[src/mmwb_pkg.sv]
// Purpose: shared constants and types of the memory map and write buffer block
// Assumes: 32-bit cpu, system bus and register bus
// Notes:   register offsets are byte addresses on the register bus
package mmwb_pkg;
	localparam logic [31:0] BOOT_ADDR      = 32'h0000_0000;
	localparam logic [31:0] DTCM_SRAM_BASE = 32'h0400_0000;
	localparam logic [31:0] SB_BUF_BASE    = 32'h4000_0000;
	localparam logic [31:0] SB_NBUF_BASE   = 32'h5000_0000;
	localparam logic [31:0] ALIAS_SPAN     = 32'h1000_0000;
	localparam logic [31:0] BR0_OFS        = 32'h0800_0000;
	localparam logic [31:0] BR1_OFS        = 32'h0C00_0000;
	localparam logic [31:0] BR_SPAN        = 32'h0400_0000;
	localparam logic [31:0] SRAM_SIZE_32K  = 32'h0000_8000;
	localparam logic [31:0] SRAM_SIZE_64K  = 32'h0001_0000;
	localparam logic [31:0] SRAM_SIZE_96K  = 32'h0001_8000;
	localparam logic [1:0]  SRAM_SEL_32K   = 2'h0;
	localparam logic [1:0]  SRAM_SEL_64K   = 2'h1;
	localparam logic [1:0]  SRAM_SEL_96K   = 2'h2;
	localparam logic [31:0] BOOT_WIN_SIZE  = 32'h0000_2000;
	localparam int          FIFO_DEPTH     = 8;
	localparam int          FIFO_AW        = 3;
	localparam logic [4:0]  REG_CTRL       = 5'h00;
	localparam logic [4:0]  REG_PF_BASE    = 5'h04;
	localparam logic [4:0]  REG_PF_SIZE    = 5'h08;
	localparam logic [4:0]  REG_SF_BASE    = 5'h0C;
	localparam logic [4:0]  REG_SF_SIZE    = 5'h10;
	localparam logic [4:0]  REG_FL_EN      = 5'h14;
	localparam logic [4:0]  REG_STATUS     = 5'h18;
	localparam int          CTRL_POST_BIT  = 3;
	localparam int          CTRL_SRAM_LSB  = 4;
	localparam logic [31:0] CTRL_RESET     = 32'h0000_0000;
	typedef enum logic [5:0] {
		MMWB_RG_NONE  = 6'b000001,
		MMWB_RG_DTCM  = 6'b000010,
		MMWB_RG_SBUF  = 6'b000100,
		MMWB_RG_SNBUF = 6'b001000,
		MMWB_RG_FL0   = 6'b010000,
		MMWB_RG_FL1   = 6'b100000
	} mmwb_region_t;
endpackage

[src/mmwb_wr_if.sv]
// Purpose: push and pop channels of the posted write queue
// Assumes: one clock domain
// Notes:   entry is address, data and byte enables
`timescale 1ns/1ps
interface mmwb_wr_if;
	logic        push_valid;
	logic        push_ready;
	logic [31:0] push_addr;
	logic [31:0] push_data;
	logic [3:0]  push_be;
	logic        pop_valid;
	logic        pop_ready;
	logic [31:0] pop_addr;
	logic [31:0] pop_data;
	logic [3:0]  pop_be;
	logic [3:0]  count;
	modport producer (output push_valid, push_addr, push_data, push_be, pop_ready,
		input push_ready, pop_valid, pop_addr, pop_data, pop_be, count);
	modport queue (input push_valid, push_addr, push_data, push_be, pop_ready,
		output push_ready, pop_valid, pop_addr, pop_data, pop_be, count);
endinterface

[src/mmwb_addr_decode.sv]
// Purpose: cpu address decode into targets of the memory map
// Assumes: flash windows given per physical bank, 0 primary, 1 secondary
// Notes:   overlapping flash windows resolve to the primary bank
`timescale 1ns/1ps
module mmwb_addr_decode
	import mmwb_pkg::*;
(
	input  wire logic [31:0] addr,
	input  wire logic [1:0]  sram_sel,
	input  wire logic [31:0] fl_base [2],
	input  wire logic [31:0] fl_size [2],
	input  wire logic [1:0]  fl_en,
	output mmwb_region_t     region,
	output logic      [31:0] offset,
	output logic      [1:0]  bridge
);
	logic [31:0] sram_size;
	logic [31:0] bus_off;
	logic [31:0] fl_off [2];

	always_comb begin
		case (sram_sel)
			SRAM_SEL_64K: sram_size = SRAM_SIZE_64K;
			SRAM_SEL_96K: sram_size = SRAM_SIZE_96K;
			default:      sram_size = SRAM_SIZE_32K;
		endcase
		bus_off   = addr[31:28] == SB_NBUF_BASE[31:28] ? addr - SB_NBUF_BASE : addr - SB_BUF_BASE;
		fl_off[0] = addr - fl_base[0];
		fl_off[1] = addr - fl_base[1];
		region    = MMWB_RG_NONE;
		offset    = 32'h0000_0000;
		if (addr - DTCM_SRAM_BASE < sram_size) begin
			region = MMWB_RG_DTCM; // [RULE9]
			offset = addr - DTCM_SRAM_BASE;
		end else if (addr - SB_BUF_BASE < ALIAS_SPAN) begin
			region = MMWB_RG_SBUF; // [RULE7] [RULE10]
			offset = bus_off;
		end else if (addr - SB_NBUF_BASE < ALIAS_SPAN) begin
			region = MMWB_RG_SNBUF; // [RULE7] [RULE11]
			offset = bus_off;
		end else if (fl_en[0] && fl_off[0] < fl_size[0]) begin
			region = MMWB_RG_FL0; // [RULE1]
			offset = fl_off[0];
		end else if (fl_en[1] && fl_off[1] < fl_size[1]) begin
			region = MMWB_RG_FL1;
			offset = fl_off[1];
		end
		bridge[0] = (bus_off - BR0_OFS < BR_SPAN); // [RULE8]
		bridge[1] = (bus_off - BR1_OFS < BR_SPAN); // [RULE8]
	end
endmodule // mmwb_addr_decode

[src/mmwb_post_fifo.sv]
// Purpose: posted write queue in flip-flops
// Assumes: push and pop handshakes on clk_sys
// Notes:   entries leave strictly in order of arrival
`timescale 1ns/1ps
module mmwb_post_fifo
	import mmwb_pkg::*;
(
	input  wire logic clk_sys,
	input  wire logic arst_n,
	mmwb_wr_if.queue  q
);
	logic [67:0]        mem_reg [FIFO_DEPTH];
	logic [FIFO_AW-1:0] wr_ptr_reg;
	logic [FIFO_AW-1:0] rd_ptr_reg;
	logic [3:0]         cnt_reg;
	logic               do_push;
	logic               do_pop;

	assign q.push_ready = (cnt_reg != 4'(FIFO_DEPTH));
	assign q.pop_valid  = (cnt_reg != 4'h0);
	assign do_push      = q.push_valid & q.push_ready;
	assign do_pop       = q.pop_valid & q.pop_ready;
	assign {q.pop_addr, q.pop_data, q.pop_be} = mem_reg[rd_ptr_reg];
	assign q.count      = cnt_reg;

	always_ff @(posedge clk_sys) begin
		if (do_push) begin
			mem_reg[wr_ptr_reg] <= {q.push_addr, q.push_data, q.push_be};
		end
	end

	always_ff @(posedge clk_sys or negedge arst_n) begin
		if (!arst_n) begin
			wr_ptr_reg <= '0;
			rd_ptr_reg <= '0;
			cnt_reg    <= 4'h0;
		end else begin
			if (do_push) wr_ptr_reg <= wr_ptr_reg + 1'b1;
			if (do_pop) rd_ptr_reg <= rd_ptr_reg + 1'b1; // [RULE20]
			if (do_push && !do_pop) cnt_reg <= cnt_reg + 4'h1;
			else if (do_pop && !do_push) cnt_reg <= cnt_reg - 4'h1;
		end
	end
endmodule // mmwb_post_fifo

[src/mmwb_top.sv]
// Purpose: cpu address routing with posted system bus writes
// Assumes: cpu, dma and targets hold a request until its ack
// Notes:   config registers reached over avalon-mm; tap inputs are asynchronous
// Functional notes
// [RULE1] reset fetch at zero hits flash select zero
// [RULE2] ctrl bit 3 enables posting, resets clear
// [RULE3] posted buffered-alias writes queue, cpu continues
// [RULE4] posted write stalls while queue full
// [RULE5] non-buffered write goes direct, cpu waits
// [RULE6] reads never go through the queue
// [RULE7] bus slaves seen at two aliases
// [RULE8] bridge address is base plus offsets
// [RULE9] first sram alias goes to tcm port
// [RULE10] second sram alias is bus, postable
// [RULE11] third sram alias is bus, never posted
// [RULE12] sram size resets smallest, software enlarges
// [RULE13] dma writes to sram never posted
// [RULE14] one flash busy, other still readable
// [RULE15] default boot: primary at zero, secondary off
// [RULE16] alternate boot: secondary at zero, primary off
// [RULE17] boot choice is test-port nonvolatile bit
// [RULE18] cpu cannot write the boot bit
// [RULE19] firmware sets flash windows and enables
// [RULE20] queued writes drain in order, once each
//
// Decided for this implementation: the Avalon-MM interface to the registers and the register offsets.
`timescale 1ns/1ps
module mmwb_top
	import mmwb_pkg::*;
#(
	parameter logic [1:0] SRAM_SEL_MAX = SRAM_SEL_96K
) (
	input  wire logic        clk_sys,
	input  wire logic        arst_n,
	input  wire logic        por_n,
	input  wire logic [4:0]  avs_address,
	input  wire logic        avs_read,
	input  wire logic        avs_write,
	input  wire logic [31:0] avs_writedata,
	input  wire logic [3:0]  avs_byteenable,
	output logic      [31:0] avs_readdata,
	output logic             avs_waitrequest,
	input  wire logic        cpu_req,
	input  wire logic        cpu_we,
	input  wire logic [31:0] cpu_addr,
	input  wire logic [31:0] cpu_wdata,
	input  wire logic [3:0]  cpu_be,
	output logic             cpu_ack,
	output logic             cpu_err,
	output logic      [31:0] cpu_rdata,
	output logic             tcm_req,
	output logic             tcm_we,
	output logic      [31:0] tcm_addr,
	output logic      [31:0] tcm_wdata,
	output logic      [3:0]  tcm_be,
	input  wire logic        tcm_ack,
	input  wire logic [31:0] tcm_rdata,
	output logic      [1:0]  fl_cs,
	output logic             fl_we,
	output logic      [31:0] fl_addr,
	output logic      [31:0] fl_wdata,
	input  wire logic        fl_ack,
	input  wire logic [31:0] fl_rdata,
	input  wire logic [1:0]  fl_busy,
	output logic             sb_req,
	output logic             sb_we,
	output logic      [31:0] sb_addr,
	output logic      [31:0] sb_wdata,
	output logic      [3:0]  sb_be,
	output logic      [1:0]  sb_bridge,
	output logic             sb_posted,
	input  wire logic        sb_ack,
	input  wire logic [31:0] sb_rdata,
	input  wire logic        dma_req,
	input  wire logic        dma_we,
	input  wire logic [31:0] dma_addr,
	input  wire logic [31:0] dma_wdata,
	input  wire logic [3:0]  dma_be,
	output logic             dma_ack,
	output logic      [31:0] dma_rdata,
	input  wire logic        tap_prog,
	input  wire logic        tap_erase,
	input  wire logic        tap_boot_alt
);
	typedef enum logic [5:0] {
		C_IDLE  = 6'b000001,
		C_SBUS  = 6'b000010,
		C_TCM   = 6'b000100,
		C_FLASH = 6'b001000,
		C_DONE  = 6'b010000,
		C_ERR   = 6'b100000
	} mmwb_cst_t;
	typedef enum logic [3:0] {
		B_IDLE = 4'b0001,
		B_FIFO = 4'b0010,
		B_CPU  = 4'b0100,
		B_DMA  = 4'b1000
	} mmwb_bst_t;

	mmwb_wr_if   wq ();
	mmwb_cst_t   cst_reg;
	mmwb_bst_t   bst_reg;
	logic [31:0] ctrl_reg;
	logic [31:0] fl_base_reg [2];
	logic [31:0] fl_size_reg [2];
	logic [1:0]  fl_en_reg;
	logic [31:0] phys_base   [2];
	logic [31:0] phys_size   [2];
	logic [1:0]  phys_en;
	logic        avs_ack_reg;
	logic [31:0] avs_rd_next;
	logic [2:0]  tap_sync_reg [3];
	logic        nv_boot_reg;
	logic        boot_alt_reg;
	logic        boot_cap_reg;
	logic        post_en;
	mmwb_region_t region;
	logic [31:0] dec_off;
	logic [1:0]  dec_bridge;
	logic [31:0] cpu_off_reg;
	logic [1:0]  cpu_bridge_reg;
	logic        cpu_take;
	logic        cpu_posted;
	logic [31:0] cpu_rdata_next;

	function automatic logic [31:0] be_merge(input logic [31:0] old_v,
		input logic [31:0] new_v, input logic [3:0] be);
		logic [31:0] r;
		r = old_v;
		for (int i = 0; i < 4; i++) begin
			if (be[i]) r[8*i +: 8] = new_v[8*i +: 8];
		end
		return r;
	endfunction

	// index 0 of the flash arrays is the boot bank; the map swaps with the boot bit
	generate
		for (genvar p = 0; p < 2; p++) begin : g_phys
			assign phys_base[p] = fl_base_reg[p ^ int'(boot_alt_reg)];
			assign phys_size[p] = fl_size_reg[p ^ int'(boot_alt_reg)];
			assign phys_en[p]   = fl_en_reg[p ^ int'(boot_alt_reg)];
		end
	endgenerate

	assign post_en = ctrl_reg[CTRL_POST_BIT]; // [RULE2]

	mmwb_addr_decode u_decode (
		.addr     (cpu_addr),
		.sram_sel (ctrl_reg[CTRL_SRAM_LSB +: 2]),
		.fl_base  (phys_base),
		.fl_size  (phys_size),
		.fl_en    (phys_en),
		.region   (region),
		.offset   (dec_off),
		.bridge   (dec_bridge)
	);

	mmwb_post_fifo u_fifo (
		.clk_sys (clk_sys),
		.arst_n  (arst_n),
		.q       (wq.queue)
	);

	// register bus: one wait cycle, write lands at the edge waitrequest is low
	assign avs_waitrequest = (avs_read | avs_write) & ~avs_ack_reg;

	always_comb begin
		case (avs_address)
			REG_CTRL:    avs_rd_next = ctrl_reg;
			REG_PF_BASE: avs_rd_next = phys_base[0];
			REG_PF_SIZE: avs_rd_next = phys_size[0];
			REG_SF_BASE: avs_rd_next = phys_base[1];
			REG_SF_SIZE: avs_rd_next = phys_size[1];
			REG_FL_EN:   avs_rd_next = {30'h0, phys_en};
			REG_STATUS:  avs_rd_next = {23'h0, fl_busy, wq.count, ~wq.pop_valid,
				~wq.push_ready, boot_alt_reg};
			default:     avs_rd_next = 32'h0000_0000;
		endcase
	end

	always_ff @(posedge clk_sys or negedge arst_n) begin
		if (!arst_n) begin
			avs_ack_reg  <= 1'b0;
			avs_readdata <= 32'h0000_0000;
		end else begin
			avs_ack_reg <= (avs_read | avs_write) & ~avs_ack_reg;
			if (avs_read && !avs_ack_reg) avs_readdata <= avs_rd_next;
		end
	end

	// the boot bit has no entry here: software has no way to alter it
	always_ff @(posedge clk_sys or negedge arst_n) begin
		if (!arst_n) begin
			ctrl_reg       <= CTRL_RESET; // [RULE2] [RULE12]
			fl_base_reg[0] <= BOOT_ADDR; // [RULE15] [RULE16]
			fl_size_reg[0] <= BOOT_WIN_SIZE;
			fl_base_reg[1] <= 32'h0000_0000;
			fl_size_reg[1] <= 32'h0000_0000;
			fl_en_reg      <= 2'b01; // [RULE15] [RULE16]
		end else if (avs_write && avs_ack_reg) begin // [RULE18]
			case (avs_address)
				REG_CTRL: begin
					ctrl_reg <= be_merge(ctrl_reg, avs_writedata, avs_byteenable) &
						32'h0000_0038;
					if (avs_byteenable[0] &&
						avs_writedata[CTRL_SRAM_LSB +: 2] > SRAM_SEL_MAX) begin
						ctrl_reg[CTRL_SRAM_LSB +: 2] <= SRAM_SEL_MAX; // [RULE12]
					end
				end
				REG_PF_BASE: fl_base_reg[boot_alt_reg] <=
					be_merge(phys_base[0], avs_writedata, avs_byteenable);
				REG_PF_SIZE: fl_size_reg[boot_alt_reg] <=
					be_merge(phys_size[0], avs_writedata, avs_byteenable);
				REG_SF_BASE: fl_base_reg[~boot_alt_reg] <=
					be_merge(phys_base[1], avs_writedata, avs_byteenable);
				REG_SF_SIZE: fl_size_reg[~boot_alt_reg] <=
					be_merge(phys_size[1], avs_writedata, avs_byteenable);
				REG_FL_EN: begin
					if (avs_byteenable[0]) begin
						fl_en_reg[boot_alt_reg]  <= avs_writedata[0];
						fl_en_reg[~boot_alt_reg] <= avs_writedata[1];
					end
				end
				default: ;
			endcase
		end
	end

	// test port strobes cross from their own clock; stage 0 feeds stage 1 only
	generate
		for (genvar s = 0; s < 3; s++) begin : g_tap
			always_ff @(posedge clk_sys or negedge por_n) begin
				if (!por_n) tap_sync_reg[s] <= 3'b000;
				else if (s == 0) tap_sync_reg[s] <= {tap_prog, tap_erase, tap_boot_alt};
				else tap_sync_reg[s] <= tap_sync_reg[(s > 0) ? s - 1 : 0];
			end
		end
	endgenerate

	// survives system reset; the global reset or a test-port erase returns it to the erased state
	always_ff @(posedge clk_sys or negedge por_n) begin
		if (!por_n) begin
			nv_boot_reg <= 1'b0;
		end else if (tap_sync_reg[1][1] && !tap_sync_reg[2][1]) begin
			nv_boot_reg <= 1'b0; // [RULE17]
		end else if (tap_sync_reg[1][2] && !tap_sync_reg[2][2]) begin
			nv_boot_reg <= tap_sync_reg[1][0]; // [RULE17]
		end
	end

	// boot choice is caught once after reset so a later reprogram waits for a reset
	always_ff @(posedge clk_sys or negedge arst_n) begin
		if (!arst_n) begin
			boot_alt_reg <= 1'b0;
			boot_cap_reg <= 1'b0;
		end else if (!boot_cap_reg) begin
			boot_alt_reg <= nv_boot_reg; // [RULE16] [RULE17]
			boot_cap_reg <= 1'b1;
		end
	end

	// cpu side
	assign cpu_posted = cpu_we && post_en && (region == MMWB_RG_SBUF); // [RULE3] [RULE10]
	assign cpu_take   = (cst_reg == C_IDLE) && cpu_req && boot_cap_reg;
	assign wq.push_valid = cpu_take && cpu_posted; // [RULE3]
	assign wq.push_addr  = dec_off;
	assign wq.push_data  = cpu_wdata;
	assign wq.push_be    = cpu_be;
	assign cpu_ack = (cst_reg == C_DONE) || (cst_reg == C_ERR);
	assign cpu_err = (cst_reg == C_ERR);

	always_ff @(posedge clk_sys or negedge arst_n) begin
		if (!arst_n) begin
			cst_reg        <= C_IDLE;
			cpu_off_reg    <= 32'h0000_0000;
			cpu_bridge_reg <= 2'b00;
		end else begin
			case (cst_reg)
				C_IDLE: begin
					if (cpu_take) begin
						cpu_off_reg    <= dec_off;
						cpu_bridge_reg <= dec_bridge;
						case (region)
							MMWB_RG_DTCM: cst_reg <= C_TCM; // [RULE9]
							MMWB_RG_SBUF, MMWB_RG_SNBUF: begin
								if (!cpu_posted) cst_reg <= C_SBUS; // [RULE5] [RULE6] [RULE11]
								else if (wq.push_ready) cst_reg <= C_DONE; // [RULE3] [RULE4]
							end
							MMWB_RG_FL0, MMWB_RG_FL1: cst_reg <= C_FLASH;
							default: cst_reg <= C_ERR;
						endcase
					end
				end
				C_SBUS:  if (bst_reg == B_CPU && sb_ack) cst_reg <= C_DONE; // [RULE5]
				C_TCM:   if (tcm_ack) cst_reg <= C_DONE;
				C_FLASH: if (fl_ack && |fl_cs) cst_reg <= C_DONE;
				C_DONE, C_ERR: cst_reg <= C_IDLE;
				default: cst_reg <= C_IDLE;
			endcase
		end
	end

	always_comb begin
		cpu_rdata_next = cpu_rdata;
		if (cst_reg == C_SBUS && bst_reg == B_CPU && sb_ack) cpu_rdata_next = sb_rdata;
		else if (cst_reg == C_TCM && tcm_ack) cpu_rdata_next = tcm_rdata;
		else if (cst_reg == C_FLASH && fl_ack) cpu_rdata_next = fl_rdata;
		else if (cst_reg == C_ERR) cpu_rdata_next = 32'h0000_0000;
	end

	always_ff @(posedge clk_sys or negedge arst_n) begin
		if (!arst_n) cpu_rdata <= 32'h0000_0000;
		else cpu_rdata <= cpu_rdata_next;
	end

	// tcm port
	always_ff @(posedge clk_sys or negedge arst_n) begin
		if (!arst_n) begin
			tcm_req   <= 1'b0;
			tcm_we    <= 1'b0;
			tcm_addr  <= 32'h0000_0000;
			tcm_wdata <= 32'h0000_0000;
			tcm_be    <= 4'h0;
		end else if (cpu_take && region == MMWB_RG_DTCM) begin
			tcm_req   <= 1'b1; // [RULE9]
			tcm_we    <= cpu_we;
			tcm_addr  <= dec_off;
			tcm_wdata <= cpu_wdata;
			tcm_be    <= cpu_be;
		end else if (tcm_ack) begin
			tcm_req <= 1'b0;
		end
	end

	// flash port: a read waits only on its own bank, the other bank stays usable
	always_ff @(posedge clk_sys or negedge arst_n) begin
		if (!arst_n) begin
			fl_cs    <= 2'b00;
			fl_we    <= 1'b0;
			fl_addr  <= 32'h0000_0000;
			fl_wdata <= 32'h0000_0000;
		end else if (cst_reg == C_FLASH && fl_cs == 2'b00) begin
			if (fl_we || !fl_busy[region == MMWB_RG_FL1]) begin // [RULE14]
				fl_cs <= (region == MMWB_RG_FL1) ? 2'b10 : 2'b01; // [RULE1]
			end
		end else if (cpu_take && (region == MMWB_RG_FL0 || region == MMWB_RG_FL1)) begin
			fl_we    <= cpu_we;
			fl_addr  <= dec_off;
			fl_wdata <= cpu_wdata;
		end else if (fl_ack) begin
			fl_cs <= 2'b00;
		end
	end

	// system bus: queue first so a direct access never overtakes a posted one
	assign wq.pop_ready = (bst_reg == B_FIFO) && sb_ack; // [RULE20]

	always_ff @(posedge clk_sys or negedge arst_n) begin
		if (!arst_n) begin
			bst_reg   <= B_IDLE;
			sb_req    <= 1'b0;
			sb_we     <= 1'b0;
			sb_addr   <= 32'h0000_0000;
			sb_wdata  <= 32'h0000_0000;
			sb_be     <= 4'h0;
			sb_bridge <= 2'b00;
			sb_posted <= 1'b0;
		end else begin
			case (bst_reg)
				B_IDLE: begin
					if (wq.pop_valid) begin
						bst_reg   <= B_FIFO; // [RULE20]
						sb_req    <= 1'b1;
						sb_we     <= 1'b1;
						sb_addr   <= wq.pop_addr;
						sb_wdata  <= wq.pop_data;
						sb_be     <= wq.pop_be;
						sb_bridge <= {wq.pop_addr - BR1_OFS < BR_SPAN,
							wq.pop_addr - BR0_OFS < BR_SPAN}; // [RULE8]
						sb_posted <= 1'b1;
					end else if (cst_reg == C_SBUS) begin
						bst_reg   <= B_CPU; // [RULE5] [RULE6]
						sb_req    <= 1'b1;
						sb_we     <= cpu_we;
						sb_addr   <= cpu_off_reg;
						sb_wdata  <= cpu_wdata;
						sb_be     <= cpu_be;
						sb_bridge <= cpu_bridge_reg;
						sb_posted <= 1'b0;
					end else if (dma_req && !dma_ack) begin
						bst_reg   <= B_DMA; // [RULE13]
						sb_req    <= 1'b1;
						sb_we     <= dma_we;
						sb_addr   <= dma_addr;
						sb_wdata  <= dma_wdata;
						sb_be     <= dma_be;
						sb_bridge <= {dma_addr - BR1_OFS < BR_SPAN, dma_addr - BR0_OFS < BR_SPAN};
						sb_posted <= 1'b0;
					end
				end
				B_FIFO, B_CPU, B_DMA: begin
					if (sb_ack) begin
						bst_reg <= B_IDLE;
						sb_req  <= 1'b0;
					end
				end
				default: bst_reg <= B_IDLE;
			endcase
		end
	end

	always_ff @(posedge clk_sys or negedge arst_n) begin
		if (!arst_n) begin
			dma_ack   <= 1'b0;
			dma_rdata <= 32'h0000_0000;
		end else begin
			dma_ack <= (bst_reg == B_DMA) && sb_ack;
			if (bst_reg == B_DMA && sb_ack) dma_rdata <= sb_rdata;
		end
	end
endmodule // mmwb_top

[config.mk]
export PLATFORM = sky130hd
export DESIGN_NAME = mmwb_top
export DESIGN_NICKNAME = d
export VERILOG_FILES = /design/src/mmwb_pkg.sv /design/src/mmwb_wr_if.sv /design/src/mmwb_addr_decode.sv /design/src/mmwb_post_fifo.sv /design/src/mmwb_top.sv
export SDC_FILE = /design/constraint.sdc
export NUM_CORES = 2
export LEC_CHECK = 0
export BUFFER_PORTS_ARGS = -buffer_cell sky130_fd_sc_hd__buf_2
export CAP_MARGIN = 30
export CORE_ASPECT_RATIO = 0.6
export CORE_UTILIZATION = 61
export CTS_BUF_LIST = sky130_fd_sc_hd__clkbuf_4 sky130_fd_sc_hd__clkbuf_8
export CTS_CLUSTER_DIAMETER = 30
export DETAILED_ROUTE_END_ITERATION = 12
export PLACE_DENSITY = 0.83
export SLEW_MARGIN = 20
export SYNTH_ARGS = -nofsm -noshare
export SYNTH_HDL_FRONTEND = slang
export SYNTH_SLANG_ARGS = --single-unit
[constraint.sdc]
create_clock -name clk_sys -period 12.93 [get_ports clk_sys]
set_input_delay 2.586 -clock clk_sys [delete_from_list [all_inputs] [get_ports clk_sys]]
set_output_delay 2.586 -clock clk_sys [all_outputs]
set_load 0.005 [all_outputs]
==> results_dict.tcl <==
set metrics [dict create \
    status "finished, final reports clean" \
    hold_viol 0 \
    place.gp.congestion 1.05 \
    cts_max_level 4 \
    synth_cell_type_count 101 \
    ir_drop_uv 118 \
    synth-compound-area-share 0.124 \
    yosys.area_share.simple 0.0868 \
    layout-drive-gt1-share 0.289 \
    track_usage 0.379 \
    max_stage_delay_ps 860 \
    pwr-share-clk 0.314 \
    antenna_found_initial 35 \
    ys_async_sr_fraction 0.482 \
    cts_resized 0 \
    via_per_inst 6.53 \
    clk_path_buf_depth 3 \
    grt_pass1_vias 36800 \
    syn_inst 4131 \
    drt_iter0_drc 5520 \
    wl_per_cell_um 27.0 \
    grt_pass1_wl_mm 235 \
    start_util 0.618 \
    synth-seq-area-share 0.574 \
    syn_avg_cell_area_um2 12.2 \
    fmax_mhz 124 \
    drt_first_pass_iters 11 \
    p_comb_frac 0.243 \
    clock_sinks 1050 \
    ys_seq_elements 1050 \
    drv_slew 0 \
    synth_fa_ha_area_frac 0.0371 \
    cp-end-kind "flop" \
    cts_tree "built" \
    p_int_w 0.00658 \
    clk_latency_ps 860 \
    ys_warn_count 0 \
    chipWidth_um 373 \
    largest_register_ffs 544 \
    final_nets 5156 \
    path_buf_inv 4 \
    cpMaxStageDelayCell "dfrtp_4" \
    muxShareOfSynthArea 0.140 \
    area_growth_pct 15.6 \
    vias 38900 \
    ctsHoldBuffers 0 \
    die_h_um 225 \
    critPathArrivalTime_ps 8830 \
    cp_common_cell "a21oi_1" \
    drcViolationCount 0 \
    cpLargestDelayFamily "compound AO/OA/AOI/OAI gates" \
    io_pins 600 \
    synth_edf_count 544 \
    worstPathMaxFanout 81 \
    whs_ps 349 \
    cts.reportedPaths.clkPinSlew_ps 70 \
    synth_top_family_by_area "multiplexers" \
    critPathLaunchType "flop" \
    place_hpwl_mm 111 \
    final.min_clock_period_ps 8070 \
    drv_cap 0 \
    cp.required_ps 13690 \
    die-area_um2 84000 \
    final_common_cell "nand2_1" \
    setup_viol 0 \
    core-area_um2 81700 \
    grt_max_degree 145 \
    worst_slew_pin_slew_ps 1220 \
    post_cts_buffers 0 \
    overflow 0 \
    final_cell_mix "nand2_1, buf_2, edfxtp_1, dfrtp_1, o21ai_0" \
    rsz0062_at_grt "no" \
    dpl-instance-area_um2 54600 \
    path_cells "buf_12 -> mux2i_1 -> ha_1 -> a21oi_1 -> o211ai_1 -> or3_1 -> o21ai_1 -> a21oi_1 -> a221o_1 -> a21oi_1 -> xnor2_1 -> inv_1 -> ha_1 -> a211oi_1 -> o211a_1 -> o21ai_0 -> a21boi_0 -> o21ai_2 -> buf_4 -> nor3_4 -> buf_8 -> a22oi_1 -> o21ai_0 -> mux2_2" \
    power_w 0.00974 \
    critPathKind "flop to flop" \
    fin_skew_ps 49.5 \
    routed_wl_mm 161 \
    setup-tns-final_ps 0 \
    ant_nets 0 \
    power_frac_seq 0.443 \
    synth_flop_cell "edfxtp_1" \
    sw_frac_of_total 0.325 \
    p_leak_nw 24.3 \
    clock-root-buffer "clkbuf_8" \
    finalCritPeriodShare 0.624 \
    cts_buffers 161 \
    synth_xor_area_frac 0.0137 \
    hold_class "flop to flop" \
    synth_fp_nets 4569 \
    num_rows 81 \
    power_density_nw_per_um2 167 \
    max_slew_margin 0.162 \
    power_switching_w 0.00316 \
    io_buffer_count 599 \
    synth_area_um2 50500 \
    final_area_um2 58400 \
]
## power groups by stage
| stage | Clock, W | Sequential (W) | Combinational (W) |
|---|---|---|---|
| 2_1_floorplan | 0 | 0.00428 | 0.00129 |
| 3_3_place_gp | 0 | 0.00433 | 0.00222 |
| 3_5_place_dp | 0 | 0.00435 | 0.00228 |
| 4_1_cts | 0.00308 | 0.00430 | 0.00229 |
| 5_1_grt | 0.00323 | 0.00435 | 0.00256 |
| 6_report | 0.00306 | 0.00431 | 0.00237 |
## cell usage after synthesis (all sizes together), types with 10 or more instances
cell	instances	area [µm²]
a211oi	55	428
a21o	35	265
a21oi	314	1580
a221oi	19	173
a222oi	32	320
a22oi	10	80.1
a31oi	39	256
a32o	13	130
and2	23	145
and3	17	106
buf	60	278
clkbuf	187	743
dfrtp	502	12600
edfxtp	544	16300
ha	145	1810
inv	49	184
mux2	238	2680
mux2i	134	1340
mux4	136	3060
nand2	696	2610
nand2b	20	125
nand3	38	195
nand4	16	106
nor2	123	472
nor2b	10	62.6
nor3	34	180
nor4	10	62.6
o211ai	16	130
o21ai	348	1750
o21bai	10	75.1
o22ai	34	213
o31ai	23	173
xnor2	52	455
xor2	27	236
## layer usage
layer | GRT usage | wire length [µm]
met4 | 0.164 | 6840
met2 | 0.534 | 69100
met3 | 0.127 | 21800
met5 | 0 | 79
met1 | 0.537 | 63100
## final cells by class
cell class	count	area (µm²)
flip-flops and latches	1050	29000
clock buffers	230	2870
fillers	5470	23300
diodes	20	50.0
inverters	49	184
clock inverters	67	704
well taps	1079	1350
multi-input cells	2784	20400
repair buffers	672	3790
## cell families (layout without fill, tap and decap cells)
| family | count (synthesis) | in the layout |
|---|---|---|
| DFF | 1050 | 1050 |
| and+or+nand+nor | 1027 | 1027 |
| AOI/OAI and AO/OA | 1021 | 1021 |
| muxes | 508 | 508 |
| buffers and inverters | 297 | 1018 |
| adders and majority gates | 148 | 148 |
| xor gates and xnor gates | 79 | 79 |
| other | 1 | 21 |
## final timing paths
check / from / end / slack [ps] / cells past startpoint
max in group asynchronous: arst_n / fl_base_reg[54] / 9150 / 4
setup / recovery: boot_alt_reg / cpu_off_reg[16] / 4860 / 24
min in group asynchronous: por_n / tap_sync_reg[8] / 1580 / 1
hold / removal: tap_sync_reg[7] / tap_sync_reg[4] / 350 / 0
hold reg to reg: tap_sync_reg[7] / tap_sync_reg[4] / 350 / 0
setup reg to reg: boot_alt_reg / cpu_off_reg[16] / 4860 / 24
## per-stage QoR
step / util / std cells / setup WS [ps]
after floorplan: - / 4131 / 1320
after global placement: 0.667 / 5620 / 3780
after detailed placement: 0.668 / 5625 / 4260
after CTS: 0.712 / 5922 / 5100
after global routing: 0.715 / 5946 / 4460
final: 0.715 / 5951 / 4860
No activity file was read; power rests on OpenSTA's default activity.
